**src/rtl/cfi_pkg.sv**
```systemverilog
// Constants, register map and signal bundles for the card feed interlock and runout block
package cfi_pkg;

    localparam logic [7:0] CFI_OFF_CTRL = 8'h00;
    localparam logic [7:0] CFI_OFF_STATUS = 8'h04;

    localparam int CFI_CTRL_INTERLOCK_EN = 0;
    localparam int CFI_CTRL_SW_RUNOUT = 1;
    localparam logic CFI_RST_INTERLOCK_EN = 1'b1;

    localparam int CFI_ST_RUNOUT = 0;
    localparam int CFI_ST_FEED_FAIL = 1;
    localparam int CFI_ST_STOP_LIGHT = 2;
    localparam int CFI_ST_BLOCK = 3;
    localparam int CFI_ST_FEED_RUN = 4;
    localparam int CFI_ST_START_HOLD = 5;
    localparam int CFI_ST_HOPPER = 6;
    localparam int CFI_ST_RUNIN_LSB = 8;

    localparam logic [2:0] CFI_RUNIN_LAST = 3'h3;
    localparam logic [2:0] CFI_RUNIN_FOURTH = 3'h4;

    localparam logic [1:0] CFI_HTRANS_NONSEQ = 2'h2;

    // Operator keys and card feed sensors, all asynchronous to hclk
    typedef struct packed {
        logic start_key;
        logic runout_key;
        logic fi_start_key;
        logic hopper_full;
        logic lever_one;
        logic lever_two;
        logic lever_three;
        logic compare_diff;
        logic cycle_pulse;
    } cfi_pins_s;

    typedef struct packed {
        logic high_speed_clutch;
        logic feed_clutch;
        logic exit_suppress;
        logic exit_suppress_aux;
        logic non_print;
        logic list_control;
        logic print_clutch;
        logic form_space;
        logic accumulate;
        logic stop_light;
        logic program_start;
        logic start_hold;
    } cfi_outs_s;

endpackage : cfi_pkg

```
**src/rtl/cfi_interlock.sv**
```systemverilog
// Card feed interlock and non-print runout sequencer with AHB-Lite register slave
//
// Decided for this implementation: the address map and the AHB-Lite slave port.
`timescale 1ns/1ps
module cfi_interlock
    import cfi_pkg::*;
(
    input wire logic hclk,
    input wire logic hresetn,
    input wire logic ce,
    input wire logic hsel,
    input wire logic [31:0] haddr,
    input wire logic [1:0] htrans,
    input wire logic hwrite,
    input wire logic [2:0] hsize,
    input wire logic [31:0] hwdata,
    input wire logic hready,
    output logic [31:0] hrdata,
    output logic hreadyout,
    output logic hresp,
    input wire cfi_pins_s pins,
    output cfi_outs_s outs
);

    cfi_pins_s sync1_r;
    cfi_pins_s sync2_r;
    logic cyc_prev_r;
    logic cyc;

    logic hopper_a_r, hopper_b_r;
    logic lever_one_relay_a_r, lever_one_relay_b_r;
    logic lever_two_relay_r, lever_three_relay_r;
    logic runout_latch_r;
    logic high_speed_clutch_relay_r, runout_feed_relay_r;
    logic exit_suppress_relay_r, exit_suppress_aux_relay_r, non_print_relay_r;
    logic start_hold_relay_r;
    logic feed_failure_latch_r, stop_light_relay_r;
    logic program_block_latch_r, block_companion_relay_r;
    logic feed_run_relay_r;
    logic [2:0] runin_cnt_r;
    logic runin_fourth;
    logic runout_key_ok, fail, feed_empty, release_il;
    logic prog_start_nxt;

    logic interlock_en_r, sw_runout_r;
    logic ap_valid_r, ap_write_r;
    logic [7:0] ap_addr_r;
    logic [31:0] hrdata_r;
    logic [31:0] status;
    cfi_outs_s outs_nxt, outs_r;

    // Only the second flop of the synchroniser feeds logic
    always_ff @(posedge hclk or negedge hresetn) begin
        if (!hresetn) begin
            sync1_r <= '0;
            sync2_r <= '0;
            cyc_prev_r <= 1'b0;
        end else if (ce) begin
            sync1_r <= pins;
            sync2_r <= sync1_r;
            cyc_prev_r <= sync2_r.cycle_pulse;
        end
    end

    // One enable per card-feed cycle paces the lever, runout, clutch, start-hold, block and feed-run relays
    assign cyc = ce && sync2_r.cycle_pulse && !cyc_prev_r;

    assign runout_key_ok = (sync2_r.runout_key || sw_runout_r) && !hopper_b_r
                           && !stop_light_relay_r && !start_hold_relay_r;
    assign feed_empty = !lever_one_relay_a_r && !lever_two_relay_r && !lever_three_relay_r;
    assign fail = cyc && interlock_en_r && start_hold_relay_r && hopper_b_r
                  && !sync2_r.lever_one && !feed_failure_latch_r;
    assign runin_fourth = program_block_latch_r && (runin_cnt_r == CFI_RUNIN_FOURTH);
    assign release_il = cyc && runin_fourth;

    always_ff @(posedge hclk or negedge hresetn) begin
        if (!hresetn) begin
            hopper_a_r <= 1'b0;
            hopper_b_r <= 1'b0;
        end else if (ce) begin
            // Hopper relays follow the cards directly, not the cam cycle, so a key
            // sampled on the same cycle edge already sees a loaded hopper
            hopper_a_r <= sync2_r.hopper_full;
            hopper_b_r <= sync2_r.hopper_full;
        end
    end

    always_ff @(posedge hclk or negedge hresetn) begin
        if (!hresetn) begin
            lever_one_relay_a_r <= 1'b0;
            lever_one_relay_b_r <= 1'b0;
            lever_two_relay_r <= 1'b0;
            lever_three_relay_r <= 1'b0;
        end else if (cyc) begin
            lever_one_relay_a_r <= sync2_r.lever_one;
            lever_one_relay_b_r <= sync2_r.lever_one;
            lever_two_relay_r <= sync2_r.lever_two;
            // Once dropped under interlock, stays down until run-in restores feed run
            lever_three_relay_r <= sync2_r.lever_three
                && !(feed_failure_latch_r && !lever_three_relay_r && !feed_run_relay_r);
        end
    end

    always_ff @(posedge hclk or negedge hresetn) begin
        if (!hresetn) begin
            runout_latch_r <= 1'b0;
        end else if (cyc) begin
            if (runout_latch_r && feed_empty) begin
                runout_latch_r <= 1'b0;
            end else if (runout_key_ok) begin
                runout_latch_r <= 1'b1;
            end
        end
    end

    always_ff @(posedge hclk or negedge hresetn) begin
        if (!hresetn) begin
            high_speed_clutch_relay_r <= 1'b0;
            runout_feed_relay_r <= 1'b0;
            exit_suppress_relay_r <= 1'b0;
        end else if (cyc) begin
            high_speed_clutch_relay_r <= runout_latch_r;
            runout_feed_relay_r <= runout_latch_r;
            exit_suppress_relay_r <= runout_latch_r
                || (program_block_latch_r && runin_cnt_r == CFI_RUNIN_LAST);
        end
    end

    // Aux suppression and non-print follow the suppression relay one clock later
    always_ff @(posedge hclk or negedge hresetn) begin
        if (!hresetn) begin
            exit_suppress_aux_relay_r <= 1'b0;
            non_print_relay_r <= 1'b0;
        end else if (ce) begin
            exit_suppress_aux_relay_r <= exit_suppress_relay_r;
            non_print_relay_r <= exit_suppress_relay_r;
        end
    end

    always_ff @(posedge hclk or negedge hresetn) begin
        if (!hresetn) begin
            start_hold_relay_r <= 1'b0;
        end else if (cyc) begin
            if (feed_failure_latch_r && !release_il) begin
                // Interlock key feeds one cycle at a time while it is held
                start_hold_relay_r <= sync2_r.fi_start_key
                    && (program_block_latch_r ? hopper_b_r : !hopper_b_r);
            end else if (fail) begin
                start_hold_relay_r <= 1'b0;
            end else if (sync2_r.start_key || runout_key_ok) begin
                start_hold_relay_r <= 1'b1;
            end else if (!hopper_b_r && feed_empty && !runout_latch_r) begin
                start_hold_relay_r <= 1'b0;
            end
        end
    end

    always_ff @(posedge hclk or negedge hresetn) begin
        if (!hresetn) begin
            feed_failure_latch_r <= 1'b0;
        end else if (fail) begin
            feed_failure_latch_r <= 1'b1;
        end else if (release_il) begin
            feed_failure_latch_r <= 1'b0;
        end
    end

    always_ff @(posedge hclk or negedge hresetn) begin
        if (!hresetn) begin
            stop_light_relay_r <= 1'b0;
            block_companion_relay_r <= 1'b0;
        end else if (ce) begin
            stop_light_relay_r <= feed_failure_latch_r;
            block_companion_relay_r <= program_block_latch_r;
        end
    end

    always_ff @(posedge hclk or negedge hresetn) begin
        if (!hresetn) begin
            program_block_latch_r <= 1'b0;
        end else if (cyc) begin
            if (release_il) begin
                program_block_latch_r <= 1'b0;
            end else if (feed_failure_latch_r && start_hold_relay_r && !lever_two_relay_r) begin
                program_block_latch_r <= 1'b1;
            end
        end
    end

    always_ff @(posedge hclk or negedge hresetn) begin
        if (!hresetn) begin
            feed_run_relay_r <= 1'b1;
        end else if (cyc) begin
            if (program_block_latch_r && runin_cnt_r == CFI_RUNIN_LAST) begin
                feed_run_relay_r <= 1'b1;
            end else if (feed_failure_latch_r && !sync2_r.lever_three) begin
                // Drops on the cycle the last card clears the third station
                feed_run_relay_r <= 1'b0;
            end
        end
    end

    always_ff @(posedge hclk or negedge hresetn) begin
        if (!hresetn) begin
            runin_cnt_r <= '0;
        end else if (cyc) begin
            if (release_il) begin
                runin_cnt_r <= '0;
            end else if (program_block_latch_r && start_hold_relay_r && !runin_fourth) begin
                runin_cnt_r <= runin_cnt_r + 3'h1;
            end
        end
    end

    // Program start is the only place a control break leaves the block
    // The block latch picks on the very cycle whose break it must stop, so the
    // picking condition itself also masks program start
    assign prog_start_nxt = cyc && start_hold_relay_r && sync2_r.compare_diff
                            && !program_block_latch_r
                            && !(feed_failure_latch_r && !lever_two_relay_r);

    always_comb begin
        outs_nxt = '0;
        outs_nxt.high_speed_clutch = high_speed_clutch_relay_r;
        outs_nxt.feed_clutch = runout_feed_relay_r || start_hold_relay_r;
        outs_nxt.exit_suppress = exit_suppress_relay_r;
        outs_nxt.exit_suppress_aux = exit_suppress_aux_relay_r;
        outs_nxt.non_print = non_print_relay_r;
        outs_nxt.list_control = start_hold_relay_r && !non_print_relay_r
                                && !runin_fourth;
        outs_nxt.print_clutch = outs_nxt.list_control;
        // Spacing rides on the print cams, so it dies with the print clutch
        outs_nxt.form_space = outs_nxt.print_clutch;
        outs_nxt.accumulate = start_hold_relay_r && !exit_suppress_relay_r
                              && !runin_fourth;
        outs_nxt.stop_light = stop_light_relay_r;
        outs_nxt.program_start = prog_start_nxt;
        outs_nxt.start_hold = start_hold_relay_r;
    end

    always_ff @(posedge hclk or negedge hresetn) begin
        if (!hresetn) begin
            outs_r <= '0;
        end else if (ce) begin
            outs_r <= outs_nxt;
        end
    end

    assign outs = outs_r;

    // AHB-Lite slave: zero wait states while ce is high, stalls while ce is low
    assign hreadyout = ce;
    assign hresp = 1'b0;
    assign hrdata = hrdata_r;

    always_comb begin
        status = '0;
        status[CFI_ST_RUNOUT] = runout_latch_r;
        status[CFI_ST_FEED_FAIL] = feed_failure_latch_r;
        status[CFI_ST_STOP_LIGHT] = stop_light_relay_r;
        status[CFI_ST_BLOCK] = program_block_latch_r;
        status[CFI_ST_FEED_RUN] = feed_run_relay_r;
        status[CFI_ST_START_HOLD] = start_hold_relay_r;
        status[CFI_ST_HOPPER] = hopper_b_r;
        status[CFI_ST_RUNIN_LSB +: 3] = runin_cnt_r;
    end

    always_ff @(posedge hclk or negedge hresetn) begin
        if (!hresetn) begin
            ap_valid_r <= 1'b0;
            ap_write_r <= 1'b0;
            ap_addr_r <= '0;
            hrdata_r <= '0;
        end else if (ce && hready) begin
            ap_valid_r <= hsel && htrans == CFI_HTRANS_NONSEQ && hsize == 3'h2;
            ap_write_r <= hwrite;
            ap_addr_r <= haddr[7:0];
            hrdata_r <= '0;
            if (hsel && htrans[1] && !hwrite) begin
                case (haddr[7:0])
                    CFI_OFF_CTRL: hrdata_r <= {30'h0000_0000, sw_runout_r, interlock_en_r};
                    CFI_OFF_STATUS: hrdata_r <= status;
                    default: hrdata_r <= '0;
                endcase
            end
        end
    end

    // A software runout request waits for the next cycle; the request wins over consumption
    always_ff @(posedge hclk or negedge hresetn) begin
        if (!hresetn) begin
            interlock_en_r <= CFI_RST_INTERLOCK_EN;
            sw_runout_r <= 1'b0;
        end else if (ce) begin
            if (ap_valid_r && ap_write_r && ap_addr_r == CFI_OFF_CTRL) begin
                interlock_en_r <= hwdata[CFI_CTRL_INTERLOCK_EN];
                sw_runout_r <= hwdata[CFI_CTRL_SW_RUNOUT] || (sw_runout_r && !cyc);
            end else if (cyc) begin
                sw_runout_r <= 1'b0;
            end
        end
    end
endmodule : cfi_interlock

```
**config.mk**
```make
export PLATFORM = sky130hd
export DESIGN_NAME = cfi_interlock
export DESIGN_NICKNAME = d
export VERILOG_FILES = /design/src/rtl/cfi_pkg.sv /design/src/rtl/cfi_interlock.sv
export SDC_FILE = /design/constraint.sdc
export NUM_CORES = 1
export LEC_CHECK = 0
export ABC_CLOCK_PERIOD_IN_PS = 4500
export BUFFER_PORTS_ARGS = -buffer_cell sky130_fd_sc_hd__buf_2
export CAP_MARGIN = 15
export CORE_ASPECT_RATIO = 0.7
export CORE_MARGIN = 2
export CORE_UTILIZATION = 35
export DETAILED_ROUTE_END_ITERATION = 6
export GPL_TIMING_DRIVEN = 0
export MAX_ROUTING_LAYER = met4
export PLACE_DENSITY = 0.66
export SYNTH_ARGS = -nofsm -noshare
export SYNTH_HDL_FRONTEND = slang
export SYNTH_SLANG_ARGS = --single-unit
```
**constraint.sdc**
```tcl
create_clock -name hclk -period 4.5 [get_ports hclk]
set_input_delay 1.125 -clock hclk [delete_from_list [all_inputs] [get_ports hclk]]
set_output_delay 1.125 -clock hclk [all_outputs]
set_load 0.01 [all_outputs]
```
* Word-level counts from Yosys, hierarchy flattened *
Cells that the tools add are included.

operators by class
  order comparisons = 0
  reduce and logical (&&, ||, !) cells = 87
  multiply operators = 0
  shifts and indexed selects = 0
  muxes and demuxes = 19
  equality and inequality tests = 5
  bitwise gates (word level) = 0
  add/sub/neg operators = 1
  div/mod/pow operators = 0

operators by type and width
  cell                 number
  $logic_and 1x1->1    45
  $pmux 11 s2          1
  $logic_not 1->1      21
  $logic_not 8->1      2
  $mux 1               15
  $reduce_and 2->1     7
  $reduce_bool 2->1    6
  $mux 11              1
  $eq 8x3->1 const B   1
  $eq 3x2->1 const B   2
  $mux 3               2
  $logic_or 1x1->1     5
  $reduce_bool 4->1    1
  $add 3x1->3 const B  1
  $eq 3x3->1 const B   1
  $eq 2x2->1 const B   1

storage, ports and cells
  bits of input ports = 84
  register bits = 87
  word-level logic and storage cells = 159
  memory bits (read-only) = 0
  output and inout port bits = 46
  bits in writable memories = 0
  memories kept = 0
  latch bits = 0

* Longest topological paths before layout *
  depth in word-level cells = 9
  mapped depth = 6
  mapped depth without buffers = 6

* Worst setup path before layout *
OpenSTA, ideal clock, no wires.

  path type = in2reg
  from = in haddr[1]
  to = reg hrdata_r[3], in the netlist hrdata[3]
  stages = 4
  required time = 4434 ps
  path buffers = 0
  library setup time = 66 ps
  arrival = 2422 ps
  slack = 2012 ps
  cell sequence = or4_1 -> or4_4 -> nor2_8 -> a22o_1

between the ends
  cells in the longest elaborated chain, start to end = 3
  elaborated cells between the ends (all ways) = 4
  those cells by class = eq/ne (1); mux (2); reduce/logical (1)

ends and longest elaborated chain
  element                                               RTL line              RTL
  start, declared                                       cfi_interlock.sv:12   input wire logic [31:0] haddr,
  $eq 8x3->1 / $logic_not 8->1 (equally long branches)  cfi_interlock.sv:280  case (haddr[7:0])
  $pmux 11 s2 *                                         cfi_interlock.sv:280
  $mux 11 *                                             cfi_interlock.sv:279  if (hsel && htrans[1] && !hwrite) begin
  end signal, assigned                                  cfi_interlock.sv:281  CFI_OFF_CTRL: hrdata_r <= {30'h0000_0000, sw_runout_r, interlock_en_r};
  end signal, assigned                                  cfi_interlock.sv:282  CFI_OFF_STATUS: hrdata_r <= status;
  end, declared                                         cfi_interlock.sv:48   logic [31:0] hrdata_r;

Mark *: on every way between the ends. The rest lies on a longest branch, timed or not.
A chain may end at the register's enable or synchronous reset.

* Final worst setup path *
  from = in ce
  to = out hreadyout

RTL lines
  element          RTL line             RTL
  start, declared  cfi_interlock.sv:10  input wire logic ce,
  end, declared    cfi_interlock.sv:19  output logic hreadyout,

No word-level cell between the ends.

==> out/qor.yml <==
post-place-cells: 417
max-vdd-ir-drop_mv: 0.186
syn_area_sq_um: 2910
crit_path_end_kind: "output pin"
cts_tree: "built"
syn_area_per_cell_sq_um: 12.0
crit_buf_inv: 2
crit_path_start_kind: "input port"
reg2reg_from: "cyc_prev_r"
synthMuxAreaShare: 0.154
setup_viol: 0
grt_use_total: 0.141
fin_skew_ns: 0.00642
cts_buffer_depth: 2
synth.yosys.seq_area_share: 0.559
required_ns: 3.38
cp_top_family: "buffers and inverters"
grt_pass1_wl_um: 9590
pwr-share-comb: 0.180
timing.final.crit_share: 0.552
critical_path_class: "in -> out"
root_buffer: "clkbuf_16"
syn_to_final_growth_pct: 25.3
hold_slack_ns: 0.481
path_depth: 2
path_cells: "buf_4 > buf_2"
antenna_found_initial: 0
grt_pass1_vias: 1891
synthXorXnorAreaFrac: 0
fin_area_sq_um: 3650
slowest_stage: "buf_2"
firstDrtPassIters: 6
ctsHtreeMaxLevel: 3
worstMarginPinSlew_ns: 0.804
p_switching_mw: 0.440
core.rowCount: 27
multi_input_area_sq_um: 1090
cp-endpoint: "hreadyout"
die_x_um: 113
cp_max_fo: 2
violations: "DRC"
cts_made_buffers: 9
synth_compound_area_frac: 0.0820
drt_iter0_drc: 83
insertedDiodeCount: 0
outcome: "finished with violations"
clkLatencyLatePin_ns: 0.32
core_area_sq_um: 7970
hold_path.startpoint: "ap_valid_r"
instances_no_fill: 433
finalSetupTns_ns: 0
fin_total_pwr_mw: 1.68
dieHeight_um: 80.3
dp_hpwl_um: 4200
rsz0062_at_grt: "no"
antenna_left: 0
clock-sinks: 65
synthAdderAreaFrac: 0.0129
rr_worst_depth: 5
place_area_sq_um: 3380
cellPowerDensity_nw_per_um2: 459
synthCells: 243
routed_wirelength_um: 5730
min_period_ns: 2.48
setup.reg_to_reg.worst_slack_ns: 2.90
drc_errors: 6
clkTransAtPathRegs_ns: 0.05
port_buffers: 51
ys_ff_latch: 65
max_freq_mhz: 403
yosysWarnings: 0
p_sw_frac: 0.263
slew_viol_final: 0
post_cts_buffers: 0
vias_per_cell: 4.62
seqPwrFrac: 0.446
ioPinCount: 130
max-cap-violations: 0
nets: 414
power_frac_clock: 0.374
slowest_delay_ns: 0.13
grt_max_degree: 66
ff_latch_area_sq_um: 1630
wl_per_cell_um: 13.2
crit_start: "ce"
dieArea_sq_um: 9080
gp_congestion: 0.833
rr_endpoint: "runout_latch_r"
cts_resized: 0
synth_top_family_by_area: "multiplexers"
start_util: 0.366
synthSimpleGateAreaFrac: 0.0966
vias: 2000
fill_cells: 764
worst_ep_arrival_time_ns: 1.36
ys_types: 39
drive_gt1_frac: 0.407
grt_overflow: 0
relSlewSlack: 0.464
cts_hold_repair.buffers: 0
hp-class: "reg -> reg"
p_int_mw: 1.24
hold_violations: 0
p_leak_nw: 1.80
==> per-layer routing <==
| layer | vias to the layer above | wire length (um) | part of all wire | GRT usage |
|---|---|---|---|---|
| met3 | 2 | 392 | 0.068 | 0.0566 |
| li1 | 974 | - | - | - |
| met4 | 0 | 7 | 0.0012 | 0.0305 |
| met5 | - | 0 | 0 | - |
| met2 | 60 | 2420 | 0.42 | 0.192 |
| met1 | 964 | 2900 | 0.51 | 0.197 |
==> cells in the final DEF (no fill, tap or decap), types with 2 or more instances in the layout <==
cell / n
dfrtp_1: 63
buf_2: 51
mux2_2: 38
buf_4: 29
conb_1: 23
nand2_1: 21
clkbuf_1: 14
nor2_1: 12
a22o_1: 10
clkbuf_16: 9
o21ai_0: 8
inv_1: 6
a21oi_1: 6
nor4_1: 3
ha_1: 3
nor3_1: 2
and2_1: 2
nand3_1: 2
a21o_1: 2
nand4_1: 2
or4_1: 2
mux2i_1: 2
o21ai_1: 2
clkbuf_8: 2
dfstp_2: 2
==> synth_stat cells (all sizes together) <==
cell	count	share of area
mux2	38	0.15
a21o	2	0.0052
and2	2	0.0043
o31ai	1	0.0026
or4b	1	0.0034
conb	1	0.0013
a22oi	1	0.0026
or4	3	0.0090
a22o	10	0.030
a32oi	1	0.0030
a31oi	1	0.0021
mux2i	2	0.0069
a32o	1	0.0034
nand3b	1	0.0026
a31o	1	0.0030
nor2	13	0.022
dfstp	2	0.018
nor3	2	0.0034
nor2b	1	0.0021
and3b	1	0.0030
nand4b	1	0.0030
ha	3	0.013
buf	30	0.075
nand3	2	0.0034
o21ai	10	0.017
nand2b	1	0.0021
nor4	3	0.0064
dfrtp	63	0.54
a21oi	6	0.010
nand4	2	0.0043
clkbuf	9	0.012
nand2	21	0.027
inv	6	0.0077
o211ai	1	0.0026
==> power groups by stage <==
| stage | registers [mW] | clock network (mW) | logic (mW) |
|---|---|---|---|
| detailed placement | 0.758 | 0 | 0.303 |
| global route | 0.763 | 0.675 | 0.338 |
| floorplan | 0.749 | 0 | 0.194 |
| CTS | 0.748 | 0.645 | 0.305 |
| finish | 0.747 | 0.627 | 0.303 |
| global placement | 0.752 | 0 | 0.295 |
==> kinds of logic after synthesis <==
| kind of cell | count (synthesis) |
|---|---|
| simple gates | 54 |
| compound gates | 35 |
| other cells | 1 |
| flops | 65 |
| buf+inv | 45 |
| mux | 40 |
| fa+ha+maj | 3 |
==> area by class of cell <==
class,count,share of cell area
flip-flops and latches,65,0.446
multi-input cells,155,0.299
plain buffers,39,0.0692
repair buffers,51,0.0706
inverters,6,0.00617
clock buffers,16,0.0743
well taps,101,0.0346
==> how the worst min path moves through the flow <==
stage                           to  cells after the start
6_report                ap_valid_r                      2
5_1_grt                  hrdata[0]                      2
3_5_place_dp            ap_valid_r                      2
4_1_cts                 ap_valid_r                      2
2_1_floorplan    lever_two_relay_r                      2
3_3_place_gp   lever_one_relay_a_r                      2
==> state kept, by name (all words and copies together) (netlist names), 3 cells and up <==
name and cells:
sync2_r 9, outs 9, sync1_r 9, hrdata 10, ap_addr_r 8, runin_cnt_r 3
==> through the flow <==
step	worst slack, ns	utilization
6_report	2.02	0.458
5_1_grt	2.02	0.458
4_1_cts	2.02	0.458
3_5_place_dp	1.81	0.424
3_3_place_gp	1.84	0.424
2_1_floorplan	2.01	-
Power figures use the tool's default switching activity.
